## config.mk

```make
export PLATFORM = sky130hd
export DESIGN_NAME = fcct_top
export DESIGN_NICKNAME = d
export VERILOG_FILES = /design/src/logic/fcct_pkg.sv /design/src/logic/fcct_channel.sv /design/src/logic/fcct_top.sv
export SDC_FILE = /design/constraint.sdc
export NUM_CORES = 1
export LEC_CHECK = 0
export BUFFER_PORTS_ARGS = -buffer_cell sky130_fd_sc_hd__buf_2
export CORE_ASPECT_RATIO = 0.8
export CORE_MARGIN = 3
export CORE_UTILIZATION = 45
export CTS_CLUSTER_DIAMETER = 30
export DETAILED_ROUTE_END_ITERATION = 6
export PLACE_DENSITY_LB_ADDON = 0.3
export SYNTH_ARGS = -nofsm -noshare
export SYNTH_HDL_FRONTEND = slang
export SYNTH_SLANG_ARGS = --single-unit
```

## constraint.sdc

```tcl
create_clock -name clk -period 2.62 [get_ports clk]
set_input_delay 0.524 -clock clk [delete_from_list [all_inputs] [get_ports clk]]
set_output_delay 0.524 -clock clk [all_outputs]
set_load 0.01 [all_outputs]
```

## src/logic/fcct_pkg.sv

```systemverilog
`default_nettype none
package fcct_pkg;
	// control word fields
	localparam int CTL_IS_CONTROL = 0;
	localparam int CTL_SOFT_STOP = 1;
	localparam int CTL_TC_FOLLOWS = 2;
	localparam int CTL_EXT_TRIGGER = 3;
	localparam int CTL_EDGE_RISING = 4;
	localparam int CTL_PRESCALE_256 = 5;
	localparam int CTL_COUNTER_MODE = 6;
	localparam int CTL_INT_ENABLE = 7;
	localparam logic [7:0] CTL_RESET = 8'h00;
	// vector layout: bits 7..3 from host, 2..1 channel, 0 zero
	localparam int VEC_CH_LSB = 1;
	localparam logic [4:0] VEC_RESET = 5'h00;
	localparam int NUM_CH = 4;
	localparam int NUM_ZC = 3;
	localparam logic [7:0] PRESCALE_SHORT_M1 = 8'h0F;
	localparam logic [7:0] PRESCALE_LONG_M1 = 8'hFF;
	localparam logic [8:0] COUNT_FULL = 9'h100;

	typedef struct packed {
		logic io_request_n;
		logic chip_select_n;
		logic read_n;
		logic opcode_cycle_n;
		logic [1:0] channel_pick;
	} fcct_bus_t;

	typedef enum logic [1:0] {
		FCCT_IDLE = 2'b00,
		FCCT_ARMED = 2'b01,
		FCCT_RUN = 2'b10
	} fcct_state_t;
endpackage : fcct_pkg
`default_nettype wire

```

## src/logic/fcct_channel.sv

```systemverilog
`timescale 1ns/1ps
`default_nettype none
module fcct_channel
(
	input wire logic clk,
	input wire logic sys_rst,
	input wire logic ctl_we,
	input wire logic tc_we,
	input wire logic [7:0] wdata,
	input wire logic ext_edge_in,
	output logic [7:0] count_q,
	output logic zero_q,
	output logic int_en
);
	fcct_pkg::fcct_state_t state_q;
	logic [7:0] ctl_q;
	logic [7:0] tc_q;
	logic [7:0] pre_q;
	logic [8:0] cnt_q;
	logic ext_q;
	logic edge_seen;
	logic slope_flip;
	logic tick;

	function automatic logic [8:0] reload(input logic [7:0] v);
		reload = (v == 8'h00) ? fcct_pkg::COUNT_FULL : {1'b0, v};
	endfunction : reload

	assign int_en = ctl_q[fcct_pkg::CTL_INT_ENABLE];
	assign count_q = cnt_q[7:0];
	assign slope_flip = ctl_we && state_q != fcct_pkg::FCCT_IDLE
		&& wdata[fcct_pkg::CTL_EDGE_RISING]
		!= ctl_q[fcct_pkg::CTL_EDGE_RISING];
	assign edge_seen = (ctl_q[fcct_pkg::CTL_EDGE_RISING] ?
		(ext_edge_in && !ext_q) : (!ext_edge_in && ext_q)) || slope_flip;
	// one decrement per prescaler wrap in timer mode, per edge otherwise
	assign tick = state_q == fcct_pkg::FCCT_RUN &&
		(ctl_q[fcct_pkg::CTL_COUNTER_MODE] ? edge_seen :
		pre_q == 8'h00);

	////////////////////////////////////////////////////////////////////
	always_ff @(posedge clk)
	begin
		if (sys_rst)
			ext_q <= 1'b0;
		else
			ext_q <= ext_edge_in;
	end

	always_ff @(posedge clk)
	begin
		if (sys_rst)
			ctl_q <= fcct_pkg::CTL_RESET;
		else if (ctl_we)
			ctl_q <= wdata;
	end

	always_ff @(posedge clk)
	begin
		if (sys_rst)
			tc_q <= 8'h00;
		else if (tc_we)
			tc_q <= wdata;
	end

	////////////////////////////////////////////////////////////////////
	always_ff @(posedge clk)
	begin
		if (sys_rst || state_q != fcct_pkg::FCCT_RUN || pre_q == 8'h00)
			pre_q <= ctl_q[fcct_pkg::CTL_PRESCALE_256] ?
				fcct_pkg::PRESCALE_LONG_M1 :
				fcct_pkg::PRESCALE_SHORT_M1;
		else
			pre_q <= pre_q - 8'h01;
	end

	always_ff @(posedge clk)
	begin
		if (sys_rst)
		begin
			state_q <= fcct_pkg::FCCT_IDLE;
			cnt_q <= 9'h000;
			zero_q <= 1'b0;
		end
		else
		begin
			zero_q <= 1'b0;
			if (ctl_we && wdata[fcct_pkg::CTL_SOFT_STOP])
				state_q <= fcct_pkg::FCCT_IDLE;
			else
			begin
				case (state_q)
					fcct_pkg::FCCT_IDLE:
					begin
						if (tc_we)
						begin
							cnt_q <= reload(wdata);
							// counter mode runs at once; timer waits per trigger
							state_q <= ctl_q[fcct_pkg::CTL_COUNTER_MODE] ?
								fcct_pkg::FCCT_RUN :
								fcct_pkg::FCCT_ARMED;
						end
					end
					fcct_pkg::FCCT_ARMED:
					begin
						// auto trigger starts next cycle; external waits edge
						if (!ctl_q[fcct_pkg::CTL_EXT_TRIGGER] || edge_seen)
							state_q <= fcct_pkg::FCCT_RUN;
					end
					fcct_pkg::FCCT_RUN:
					begin
						if (tick)
						begin
							if (cnt_q == 9'h001)
							begin
								// a constant written while armed or running takes effect here; in idle it loads at once
								cnt_q <= reload(tc_q);
								zero_q <= 1'b1;
							end
							else
								cnt_q <= cnt_q - 9'h001;
						end
					end
					default:
						state_q <= fcct_pkg::FCCT_IDLE;
				endcase
			end
		end
	end
endmodule : fcct_channel
`default_nettype wire

```

## src/logic/fcct_top.sv

```systemverilog
`timescale 1ns/1ps
`default_nettype none
module fcct_top
#(
	parameter int NUM_CH = fcct_pkg::NUM_CH
)
(
	input wire logic clk,
	input wire logic sys_rst,
	input wire fcct_pkg::fcct_bus_t bus,
	input wire logic [7:0] data_in,
	output logic [7:0] data_out,
	output logic data_oe_n,
	input wire logic [NUM_CH-1:0] ext_edge_in,
	output logic [fcct_pkg::NUM_ZC-1:0] zero_count_pulse,
	output logic int_req_n,
	input wire logic chain_enable_in,
	output logic chain_enable_out
);
	logic io_sel;
	logic wr_now;
	logic rd_now;
	logic ack_now;
	logic wr_q;
	logic [NUM_CH-1:0] tc_expect_q;
	logic [NUM_CH-1:0] ctl_we;
	logic [NUM_CH-1:0] tc_we;
	logic [7:0] cnt [NUM_CH];
	logic [NUM_CH-1:0] zero;
	logic [NUM_CH-1:0] ien;
	logic [NUM_CH-1:0] pend_q;
	logic [NUM_CH-1:0] serv_q;
	logic [4:0] vec_q;
	logic [1:0] pick;
	logic [1:0] win;
	logic any_pend;

	function automatic logic [1:0] first_set(input logic [NUM_CH-1:0] v);
		first_set = 2'b00;
		for (int i = NUM_CH - 1; i >= 0; i--)
			if (v[i])
				first_set = 2'(i);
	endfunction : first_set

	assign pick = bus.channel_pick;
	assign io_sel = !bus.io_request_n && !bus.chip_select_n
		&& bus.opcode_cycle_n;
	assign rd_now = io_sel && !bus.read_n;
	assign wr_now = io_sel && bus.read_n && !wr_q;
	assign ack_now = !bus.io_request_n && !bus.opcode_cycle_n;
	assign any_pend = |(pend_q & ien);
	assign win = first_set(pend_q & ien);

	////////////////////////////////////////////////////////////////////
	// a write cycle is one strobe held over several clocks: act once
	always_ff @(posedge clk)
	begin
		if (sys_rst)
			wr_q <= 1'b0;
		else
			wr_q <= io_sel && bus.read_n;
	end

	always_comb
	begin
		ctl_we = '0;
		tc_we = '0;
		if (wr_now)
		begin
			if (tc_expect_q[pick])
				tc_we[pick] = 1'b1;
			else if (data_in[fcct_pkg::CTL_IS_CONTROL])
				ctl_we[pick] = 1'b1;
		end
	end

	always_ff @(posedge clk)
	begin
		if (sys_rst)
			tc_expect_q <= '0;
		else
			for (int i = 0; i < NUM_CH; i++)
				if (tc_we[i])
					tc_expect_q[i] <= 1'b0;
				else if (ctl_we[i])
					tc_expect_q[i] <= data_in[fcct_pkg::CTL_TC_FOLLOWS];
	end

	always_ff @(posedge clk)
	begin
		if (sys_rst)
			vec_q <= fcct_pkg::VEC_RESET;
		else if (wr_now && !tc_expect_q[pick] && pick == 2'b00
			&& !data_in[fcct_pkg::CTL_IS_CONTROL])
			vec_q <= data_in[7:3];
	end

	////////////////////////////////////////////////////////////////////
	for (genvar g = 0; g < NUM_CH; g++)
	begin : g_ch
		fcct_channel u_ch
		(
			.clk(clk),
			.sys_rst(sys_rst),
			.ctl_we(ctl_we[g]),
			.tc_we(tc_we[g]),
			.wdata(data_in),
			.ext_edge_in(ext_edge_in[g]),
			.count_q(cnt[g]),
			.zero_q(zero[g]),
			.int_en(ien[g])
		);
	end

	always_ff @(posedge clk)
	begin
		if (sys_rst)
			zero_count_pulse <= '0;
		else
			zero_count_pulse <= zero[fcct_pkg::NUM_ZC-1:0];
	end

	////////////////////////////////////////////////////////////////////
	// pending is set on zero and cleared by the acknowledge; set wins
	always_ff @(posedge clk)
	begin
		if (sys_rst)
		begin
			pend_q <= '0;
			serv_q <= '0;
		end
		else
		begin
			for (int i = 0; i < NUM_CH; i++)
			begin
				if (zero[i] && ien[i])
					pend_q[i] <= 1'b1;
				else if (!ien[i] || (ack_now && chain_enable_in
					&& any_pend && win == 2'(i)))
					pend_q[i] <= 1'b0;
				// service ends on the next opcode fetch (opcode cycle with read_n low) seen after ack
				if (ack_now && chain_enable_in && any_pend
					&& win == 2'(i))
					serv_q[i] <= 1'b1;
				else if (!bus.opcode_cycle_n && !bus.read_n)
					serv_q[i] <= 1'b0;
			end
		end
	end

	always_ff @(posedge clk)
	begin
		if (sys_rst)
		begin
			int_req_n <= 1'b1;
			// the chain must stay open for others while we are held
			chain_enable_out <= chain_enable_in;
		end
		else
		begin
			int_req_n <= !(any_pend && chain_enable_in);
			chain_enable_out <= chain_enable_in && !(|serv_q);
		end
	end

	always_ff @(posedge clk)
	begin
		if (sys_rst)
		begin
			data_out <= 8'h00;
			data_oe_n <= 1'b1;
		end
		else if (ack_now && chain_enable_in && any_pend)
		begin
			data_out <= {vec_q, win, 1'b0};
			data_oe_n <= 1'b0;
		end
		else if (rd_now)
		begin
			data_out <= cnt[pick];
			data_oe_n <= 1'b0;
		end
		else
		begin
			data_out <= 8'h00;
			data_oe_n <= 1'b1;
		end
	end
endmodule : fcct_top
`default_nettype wire

```

==> results of run 1 <==
[through the flow]
step	util, %	instances	cell area [um2]
detailed placement	50.5	1237	8920
global route	53.9	1269	9520
finish	53.9	1269	9520
floorplan	-	974	8250
global placement	50.5	1237	8920
CTS	53.9	1269	9520
[routing by layer]
metal	vias up	global-route usage (%)	share of wire, %
li1	3617	-	-
met1	3469	33.3	50
met2	230	32.4	42
met3	38	4.64	6.5
met4	0	6.73	2.0
met5	-	0	0
[critical path, cell delays in order (launching register included)]
cell and delay, ns:
dfxtp_1 0.35, inv_1 0.12, ha_1 0.19, nor3b_1 0.51
nand3_1 0.15, mux2_2 0.30, a311oi_1 0.32, a211o_1 0.14
a21oi_1 0.05
[power breakdown]
part | leakage [nW] | internal, W | switching (W) | total, W
Sequential | 1.35 | 0.00256 | 0.00000529 | 0.00256
Combinational | 2.06 | 0.0000653 | 0.000139 | 0.000205
Clock | 0.291 | 0.00138 | 0.00117 | 0.00255
[registers in the layout, indices dropped and copies added, names as in the netlist]
signal and count:
g_ch.u_ch.tc_q 32, g_ch.u_ch.state_q 8, data_oe_n 1, g_ch.u_ch.cnt_q 36, g_ch.u_ch.ext_q 4, wr_q 1
serv_q 4, g_ch.u_ch.ctl_q 20, chain_enable_out 1, g_ch.u_ch.pre_q 32, zero_count_pulse 3, vec_q 5
int_req_n 1, g_ch.u_ch.zero_q 4, pend_q 4, tc_expect_q 4, data_out 8
[path summary, 6_finish.rpt]
path	start	endpoint	slack (ns)	cells after the start
max reg2reg	g_ch[0].u_ch.cnt_q[1]	g_ch[0].u_ch.cnt_q[8]	0.34	8
max	g_ch[0].u_ch.cnt_q[1]	g_ch[0].u_ch.cnt_q[8]	0.34	8
min	chain_enable_in	int_req_n	0.30	2
min reg2reg	g_ch[2].u_ch.pre_q[0]	g_ch[2].u_ch.pre_q[0]	0.40	1
[cell type report]
class	instances	area (um2)	share of cell area, %
sequential	168	3360	35.3
clock buffer	18	439	4.62
timing repair buffer	91	601	6.31
inverter	34	128	1.34
tap	225	282	2.96
clock inverter	14	158	1.66
multi-input combinational	719	4550	47.8
[cells by family (layout without fill, tap and decap cells)]
| group | after synthesis | after routing |
|---|---|---|
| AOI/OAI and AO/OA | 223 | 223 |
| and+or+nand+nor | 395 | 395 |
| buffers and inverters | 87 | 157 |
| DFF | 168 | 168 |
| xor gates and xnor gates | 40 | 40 |
| adders and majority gates | 13 | 13 |
| muxes | 48 | 48 |
[placed cells by master (no fill, tap or decap), types with 19 or more instances in the layout]
| master | count |
|---|---|
| dfxtp_1 | 168 |
| nand2_1 | 113 |
| nor2_1 | 108 |
| a21oi_1 | 77 |
| buf_4 | 58 |
| a211oi_1 | 52 |
| nor3_1 | 42 |
| mux2i_1 | 38 |
| inv_1 | 34 |
| buf_2 | 33 |
| xnor2_1 | 27 |
| nor2b_1 | 24 |
| nor4_1 | 23 |
| o21ai_0 | 19 |
==> results by group, run 1 <==
Placed design
  – Setup WS pre-CTS: 0.0214 ns
  – PortBufs: 34
  – GPL Wtd Cong: 0.898
  – Hpwl dp: 15100 um

GRT
  – Initial antenna violation count: 0
  – Vias in the first global route: 6676
  – GRT Overall Usage: 22.3%
  – Total grt overflow: 0
  – Global-route wire length before repair: approximately 36000 um
  – Largest net degree at the start of global routing: 60

STA
  – Max Slew Vio Count: 0
  – Final setup TNS: 0 ns
  – Fin Hold WS: 0.301 ns
  – Fmax: 0.439 GHz
  – Clock skew: 0.00647 ns
  – Crit path time final: 2.28 ns
  – Slew headroom: 35.7%
  – Final setup fails: 0
  – Worst slew pin tran: 0.957 ns
  – RSZ-0062 raised after global routing: false
  – Final hold vios: 0
  – Worst setup margin: 0.340 ns
  – Period utilization: a little under 90%

Synth
  – Post-Synth Simple-Gate Area: 23.6%
  – Synth top cells by count: 168 x dfxtp_1, 113 x nand2_1, 108 x nor2_1, 77 x a21oi_1, 52 x a211oi_1
  – Post-synthesis mux area share: 7.06%
  – FFs w/ async S/R, synth: 0%
  – Post-synthesis cell type count: 69
  – Synth Area in XOR/XNOR: under 10%
  – Synth area leader: dfxtp_1
  – Synth Area in Compound Gates: a little under a fifth
  – Post-Synthesis Cell Area: 8250 um2
  – Register area share after synthesis: 40.8%
  – Syn nets: 1008
  – Yosys warns: 0
  – Share of the synthesized area in the top cell type: between 40% and 50%
  – Synthesized flop and latch total: 168
  – Post-synth EDFFs: 0
  – Top FF cell, synth: dfxtp_1
  – Syn avg cell area: 8.47 um2
  – Largest family of logic cells by synthesized area: simple AND/OR/NAND/NOR gates
  – Largest cells by area after synthesis: dfxtp_1 41%, nand2_1 5.1%, nor2_1 4.9%
  – Mapped Cells: between 900 and 1000
  – Top-count cell post-synth: dfxtp_1
  – Synth Area in Adders: 1.97%

Clocking
  – Post_cts resized: 0
  – Hold_buf cts: 0
  – Worst-path clk slew: approximately 0.070 ns
  – Setup bufs post-CTS: 0
  – CTS H-tree depth: 4
  – Total CTS buffers: 17
  – Clock Path Buffers: 2
  – Clock Latency Late Sink: 0.43 ns
  – Clock sink count: 168
  – CTS Root Cell: clkbuf_16
  – CTS tree: done

Route
  – Detailed Routing Iterations Pass 1: 6
  – Antenna Nets Post-Route: 0
  – Number of vias per cell: 5.80
  – Post-Route WL: ~22000 um
  – Via count: 7354
  – Remaining DRCs: 0
  – Initial DRC Count: 708
  – Per-cell routed wire length: 17.3 um

Job
  – Max capacitance violation total: 0

Die
  – Core area: 17600 um2
  – Total I/O pin count: 35
  – DIE AREA: around 20000 um2
  – # rows: 43
  – Die H: 127 um
  – Starting Density: a little under half
  – Die W: between 150 and 200 um

Power
  – Worst VDD drop: 357 uV
  – Leak Pwr: 3.70 nW
  – Total power: 0.00532 W
  – P per Cell Area: 559 nW/um2

Worst setup path
  – Critical path class: reg -> reg
  – Crit-path max FO: 5
  – CP startpoint kind: register
  – Critical path arrival: 2.58 ns
  – CP endpoint kind: register
  – Worst EP required: 2.92 ns

Min path
  – Worst hold path class: in -> reg

Layout
  – # nets final: about 1100
  – Layout cells sized above 1: around 14%
  – ANT cells: 0
  – Fill cells: 1637
  – Area grow syn2layout: 15.3%

Status
  – Status: completed
(Power assumes the default switching activity.)
==> run 2: changes to the inputs <==
--- a/config.mk
+++ b/config.mk
@@ -12,6 +12,7 @@
 export CTS_CLUSTER_DIAMETER = 30
 export DETAILED_ROUTE_END_ITERATION = 6
 export PLACE_DENSITY_LB_ADDON = 0.3
+export RECOVER_POWER = 50
 export SYNTH_ARGS = -nofsm -noshare
 export SYNTH_HDL_FRONTEND = slang
 export SYNTH_SLANG_ARGS = --single-unit
==> run 2 against run 1 <==
Worst setup slack got worse by 0.037 ns. Register-to-register slack lost 0.02 ns. Clock skew about the same. Global-route usage unchanged. Sequential power is essentially flat. Combinational power hardly changed. Critical endpoint is now g_ch[2].u_ch.cnt_q[7]. Non-clock buffer count stayed put. First-iteration DRC count rose by 20%. Power decreased by 0.12%. Critical path type is now in -> reg. Flip-flop and latch count unchanged. Via count fell by 0.29%. Die area unchanged.
==> results by group, run 2 (synthesis results as in run 1) <==
Power
  – Combinational fraction of design power: 3.8% (about the same)
  – Clock power frac: 47.9% (about the same)
  – Share of total power in sequential cells: 48.3% (was 48.2%)
  – Leak Pwr: 3.63 nW (was 3.70 nW)
  – Internal power component: 0.00400 W (was 0.00401 W)
  – Worst VDD drop: 358 uV (was 357 uV)
  – Sw frac: 24.6% (about the same)
  – Net switching power: 0.00131 W (about the same)
  – P per Cell Area: 561 nW/um2 (was 559 nW/um2)

GRT
  – GRT Overall Usage: 22.3% (unchanged)
  – Vias in the first global route: 6676 (unchanged)
  – Initial antenna violation count: 0 (unchanged)
  – Total grt overflow: 0 (unchanged)
  – Largest net degree at the start of global routing: 60 (unchanged)
  – Global-route wire length before repair: 35600 um (unchanged)

STA
  – Final hold vios: 0 (unchanged)
  – Clock skew: 0.00687 ns (was 0.00647 ns)
  – Max Slew Vio Count: 0 (unchanged)
  – Worst setup margin: 0.302 ns (was 0.340 ns)
  – Final setup fails: 0 (unchanged)
  – Final setup TNS: 0 ns (unchanged)
  – Slew headroom: 8.54% (was 35.7%)
  – Fmax: 0.431 GHz (was 0.439 GHz)
  – Period utilization: 88.5% (was 87.0%)
  – RSZ-0062 raised after global routing: false (unchanged)
  – Crit path time final: 2.32 ns (was 2.28 ns)
  – Worst slew pin tran: 1.37 ns (was 0.957 ns)

Clocking
  – Post_cts resized: 0 (unchanged)
  – CTS tree: done (unchanged)
  – Clock Latency Late Sink: 0.43 ns (about the same)
  – Setup bufs post-CTS: 0 (unchanged)
  – CTS H-tree depth: 4 (unchanged)
  – Hold_buf cts: 0 (unchanged)
  – CTS Root Cell: clkbuf_16 (unchanged)
  – Total CTS buffers: 17 (unchanged)
  – Clock sink count: 168 (unchanged)
  – Worst-path clk slew: 0.07 ns (about the same)
  – Clock Path Buffers: 2 (unchanged)

Route
  – Antenna Nets Post-Route: 0 (unchanged)
  – Detailed Routing Iterations Pass 1: 5 (was 6)
  – Remaining DRCs: 0 (unchanged)
  – Via count: 7333 (was 7354)
  – Initial DRC Count: 853 (was 708)
  – Post-Route WL: 21900 um (about the same)
  – Per-cell routed wire length: 17.3 um (about the same)
  – Number of vias per cell: 5.78 (was 5.80)

Layout
  – Biggest register: g_ch.u_ch.cnt_q (unchanged)
  – # nets final: 1065 (unchanged)
  – Commonest cells after routing, fill and taps aside: 168 x dfxtp_1, 113 x nand2_1, 108 x nor2_1 (unchanged)
  – Fill cells: 1655 (was 1637)
  – Area grow syn2layout: 14.8% (was 15.3%)
  – Commonest non-fill, non-tap cell in the layout: dfxtp_1 (unchanged)
  – Layout cells sized above 1: 11.9% (was 14.0%)
  – Max reg flops: 36 (unchanged)
  – Biggest regs: g_ch.u_ch.cnt_q (36), g_ch.u_ch.pre_q (32), g_ch.u_ch.tc_q (32) (unchanged)
  – ANT cells: 0 (unchanged)

Die
  – # rows: 43 (unchanged)
  – Die W: 157 um (unchanged)
  – DIE AREA: 20000 um2 (unchanged)
  – Die H: 127 um (unchanged)
  – Total I/O pin count: 35 (unchanged)
  – Core area: 17600 um2 (unchanged)
  – Starting Density: 46.8% (unchanged)

Worst setup path
  – CP endpoint kind: register (unchanged)
  – R2R setup slack: 0.32 ns (was 0.34 ns)
  – Critical path class: in -> reg (was reg -> reg)
  – Crit-path max FO: 17 (was 5)
  – Critical path arrival: 2.59 ns (was 2.58 ns)
  – CP startpoint kind: input port (was register)
  – Worst EP required: 2.89 ns (was 2.92 ns)

Placed design
  – GPL Wtd Cong: 0.898 (unchanged)
  – PortBufs: 34 (unchanged)
  – Setup WS pre-CTS: 0.0214 ns (unchanged)
  – Hpwl dp: 15100 um (unchanged)

Min path
  – Worst hold path class: in -> reg (unchanged)

Status
  – Status: completed (unchanged)

Job
  – Max capacitance violation total: 0 (unchanged)
-- run 2: final timing paths --
path | cells after the start | end | from
setup / recovery | 8 | g_ch[2].u_ch.cnt_q[7] | bus[3]
hold / removal | 2 | int_req_n | chain_enable_in
setup reg to reg | 6 | g_ch[2].u_ch.cnt_q[7] | wr_q
hold reg to reg | 1 | g_ch[2].u_ch.pre_q[0] | g_ch[2].u_ch.pre_q[0]
-- run 2: worst max-delay path: stages --
cell	delay, ns
clkbuf_1	0.19
nand4bb_1	0.18
buf_4	0.22
nor3b_1	0.41
nor3_1	0.12
a21oi_2	0.63
mux2i_1	0.26
nor2_1	0.05
-- run 2: layout make-up --
| class | instances | area (um2) | area share [%] |
|---|---|---|---|
| multi-input cells | 719 | 4550 | 48.0 |
| repair buffers | 91 | 557 | 5.88 |
| flip-flops and latches | 168 | 3360 | 35.5 |
| well taps | 225 | 282 | 2.97 |
| clock inverters | 14 | 158 | 1.66 |
| clock buffers | 18 | 439 | 4.64 |
| inverters | 34 | 128 | 1.35 |
-- run 2: stage by stage --
step / instances / total power [W] / util (%) / cell area [um2] / hold WS, ns
final: 1269 / 0.00531 / 53.7 / 9470 / 0.300
after CTS: 1269 / 0.00536 / 53.9 / 9520 / 0.285
after detailed placement: 1237 / 0.00283 / 50.5 / 8920 / 0.388
after floorplan: 974 / 0.00273 / - / 8250 / 0.371
after global routing: 1269 / 0.00548 / 53.7 / 9470 / 0.295
after global placement: 1237 / 0.00282 / 50.5 / 8920 / 0.383
-- run 2: metal layers --
| layer | GRT usage, % | wire (um) | vias up | part of all wire [%] |
|---|---|---|---|---|
| met5 | 0 | 0 | - | 0 |
| met4 | 6.73 | 396 | 0 | 1.8 |
| met3 | 4.64 | 1630 | 30 | 7.4 |
| met2 | 32.4 | 9290 | 255 | 42 |
| met1 | 33.3 | 10600 | 3437 | 48 |
| li1 | - | - | 3611 | - |
-- run 2: power groups by stage --
stage | Clock (W) | Sequential [W] | Combinational, W
floorplan | 0 | 0.00262 | 0.000106
global placement | 0 | 0.00262 | 0.000200
detailed placement | 0 | 0.00262 | 0.000202
CTS | 0.00259 | 0.00256 | 0.000203
global route | 0.00270 | 0.00256 | 0.000215
finish | 0.00254 | 0.00256 | 0.000202
==> run 3: changes to the inputs <==
==> constraint.sdc (replaced) <==
create_clock -name clk -period 2.1 [get_ports clk]
set_input_delay 0.42 -clock clk [delete_from_list [all_inputs] [get_ports clk]]
set_output_delay 0.42 -clock clk [all_outputs]
set_load 0.01 [all_outputs]
==> run 3 against run 2 <==
Register-to-register slack worse by 0.31 ns. Worst setup slack got worse by 0.29 ns. Sequential power rose by 25%. Combinational power up 44%. Critical path type is now reg -> reg. Critical endpoint is now g_ch[0].u_ch.cnt_q[8]. Highest routed layer unchanged.
==> results by group, run 3 (synthesis results as in run 1) <==
Status
  – Status: completed (unchanged)

Worst setup path
  – FF-to-FF path depth: 8 (was 6)
  – CP endpoint kind: register (unchanged)
  – Crit-path max FO: 3 (was 17)
  – CP startpoint kind: register (was input port)
  – R2R setup slack: 0.01 ns (was 0.32 ns)
  – Worst r2r dst: g_ch[0].u_ch.cnt_q[8] (was g_ch[2].u_ch.cnt_q[7])
  – Critical path class: reg -> reg (was in -> reg)
  – Critical path arrival: 2.45 ns (was 2.59 ns)
  – R2r startpoint: g_ch[0].u_ch.cnt_q[1] (was wr_q)
  – Worst EP required: 2.46 ns (was 2.89 ns)

Route
  – Via count: 7611 (was 7333)
  – Initial DRC Count: 643 (was 853)
  – Post-Route WL: 23400 um (was 21900 um)
  – Remaining DRCs: 0 (unchanged)
  – Number of vias per cell: 5.75 (was 5.78)
  – Detailed Routing Iterations Pass 1: 5 (unchanged)
  – Per-cell routed wire length: 17.7 um (was 17.3 um)
  – Antenna Nets Post-Route: 0 (unchanged)

Layout
  – Max reg flops: 36 (unchanged)
  – # nets final: 1119 (was 1065)
  – Commonest cells after routing, fill and taps aside: 165 x dfxtp_1, 113 x nand2_1, 104 x buf_4 (was 168 x dfxtp_1, 113 x nand2_1, 108 x nor2_1)
  – Area grow syn2layout: 24.0% (was 14.8%)
  – Final Non-Filler Cells: 1323 (was 1269)
  – Layout cells sized above 1: 23.7% (was 11.9%)
  – Biggest register: g_ch.u_ch.cnt_q (unchanged)
  – Biggest regs: g_ch.u_ch.cnt_q (36), g_ch.u_ch.pre_q (32), g_ch.u_ch.tc_q (32) (unchanged)
  – Commonest non-fill, non-tap cell in the layout: dfxtp_1 (unchanged)
  – ANT cells: 0 (unchanged)
  – Util after Layout: 58.0% (was 53.7%)

Clocking
  – CTS tree: done (unchanged)
  – CTS H-tree depth: 4 (unchanged)
  – Clock sink count: 168 (unchanged)
  – Clock Path Buffers: 2 (unchanged)
  – Clock Latency Late Sink: 0.43 ns (about the same)
  – Worst-path clk slew: 0.07 ns (about the same)
  – CTS Root Cell: clkbuf_16 (unchanged)
  – Total CTS buffers: 17 (unchanged)

Die
  – Die H: 127 um (unchanged)
  – Die W: 157 um (unchanged)
  – DIE AREA: 20000 um2 (unchanged)
  – # rows: 43 (unchanged)
  – Total I/O pin count: 35 (unchanged)
  – Core area: 17600 um2 (unchanged)
  – Starting Density: 46.8% (unchanged)

STA
  – Max Slew Vio Count: 0 (unchanged)
  – Clock skew: 0.00905 ns (was 0.00687 ns)
  – Final hold vios: 0 (unchanged)
  – Fin Hold WS: 0.224 ns (was 0.300 ns)
  – Worst slew pin tran: 0.560 ns (was 1.37 ns)
  – Period utilization: 99.5%
  – Final setup fails: 0 (unchanged)
  – RSZ-0062 raised after global routing: true (was false)
  – Fmax: 0.478 GHz
  – Slew headroom: 62.5% (was 8.54%)
  – Crit path time final: 2.09 ns

GRT
  – Initial antenna violation count: 0 (unchanged)
  – Total grt overflow: 0 (unchanged)
  – Vias in the first global route: 7148 (was 6676)
  – GRT Overall Usage: 23.3% (was 22.3%)
  – Largest net degree at the start of global routing: 52 (was 60)
  – Global-route wire length before repair: 37200 um (was 35600 um)

Power
  – Leak Pwr: 4.01 nW (was 3.63 nW)
  – P per Cell Area: 636 nW/um2 (was 561 nW/um2)
  – Worst VDD drop: 419 uV (was 358 uV)
  – Total power: 0.00651 W (was 0.00531 W)

Min path
  – Worst hold path class: in -> reg (unchanged)
  – End of the worst hold path: int_req_n (unchanged)
  – Hold path cells: 2 (unchanged)
  – Worst hold start: chain_enable_in (unchanged)

Job
  – Max capacitance violation total: 0 (unchanged)

Placed design
  – Placed Cells: 1288 (was 1237)
  – PortBufs: 34 (unchanged)
  – Hpwl dp: 16300 um (was 15100 um)
  – GPL Wtd Cong: 0.873 (was 0.898)
run 3: changes by cell type in the layout (fill, tap and decap cells not counted), moves of 16 or more:
cell	change
a211oi_1	-22
a211oi_2	+22
buf_2	+16
buf_4	+53
clkbuf_1	-21
run 3: stage by stage:
stage	worst slack [ns]	setup TNS, ns	instance area [um2]
finish	0.0100	0	10200
global route	-0.0693	-0.314	10200
CTS	0.0109	0	10000
detailed placement	-0.254	-6.65	9440
global placement	-0.199	-3.98	9440
floorplan	-0.144	-1.54	8390
run 3: final cells by class:
cell class / instances / area [um2]
sequential: 168 / 3370
inverter: 34 / 128
clock inverter: 13 / 113
timing repair buffer: 145 / 1060
clock buffer: 19 / 453
multi-input combinational: 719 / 4840
tap: 225 / 282
fill: 1575 / 7410
run 3: what timing repair did:
item	CTS	global route
endpoints found under the setup margin	14	30
pin swaps	1	18
hold buffers	0	0
gates cloned	0	1
buffers inserted	0	2
gates resized for setup	3	46
run 3: worst max-delay path, stage by stage, from the launching register on:
cell	delay [ns]
dfxtp_2	0.32
inv_2	0.07
ha_4	0.13
or4b_4	0.47
nand3b_1	0.27
nor2_2	0.25
a311oi_2	0.14
a211o_1	0.25
a21oi_1	0.11
run 3: worst max path at each step:
| stage | from | endpoint | slack, ns | cells past startpoint |
|---|---|---|---|---|
| after global placement | bus[0] | g_ch[2].u_ch.cnt_q[8] | -0.20 | 9 |
| after detailed placement | bus[5] | g_ch[0].u_ch.cnt_q[0] | -0.25 | 8 |
| after floorplan | bus[1] | g_ch[0].u_ch.cnt_q[1] | -0.14 | 9 |
| after global routing | g_ch[0].u_ch.cnt_q[1] | g_ch[0].u_ch.cnt_q[8] | -0.07 | 8 |
| final | g_ch[0].u_ch.cnt_q[1] | g_ch[0].u_ch.cnt_q[8] | 0.01 | 8 |
| after CTS | g_ch[1].u_ch.pre_q[3] | g_ch[1].u_ch.cnt_q[0] | 0.01 | 8 |
run 3: routing by layer:
metal / track usage, % / share of wire (%)
met4: 5.15 / 1.2
met1: 33.5 / 47
met2: 36.1 / 45
met5: 0 / 0
met3: 5.11 / 7.0
run 3: power by group:
part | internal (W) | total (W) | switching (W)
sequential | 0.00319 | 0.00320 | 0.00000666
clock | 0.00161 | 0.00302 | 0.00141
combinational | 0.000105 | 0.000291 | 0.000186
total | 0.00491 | 0.00651 | 0.00160
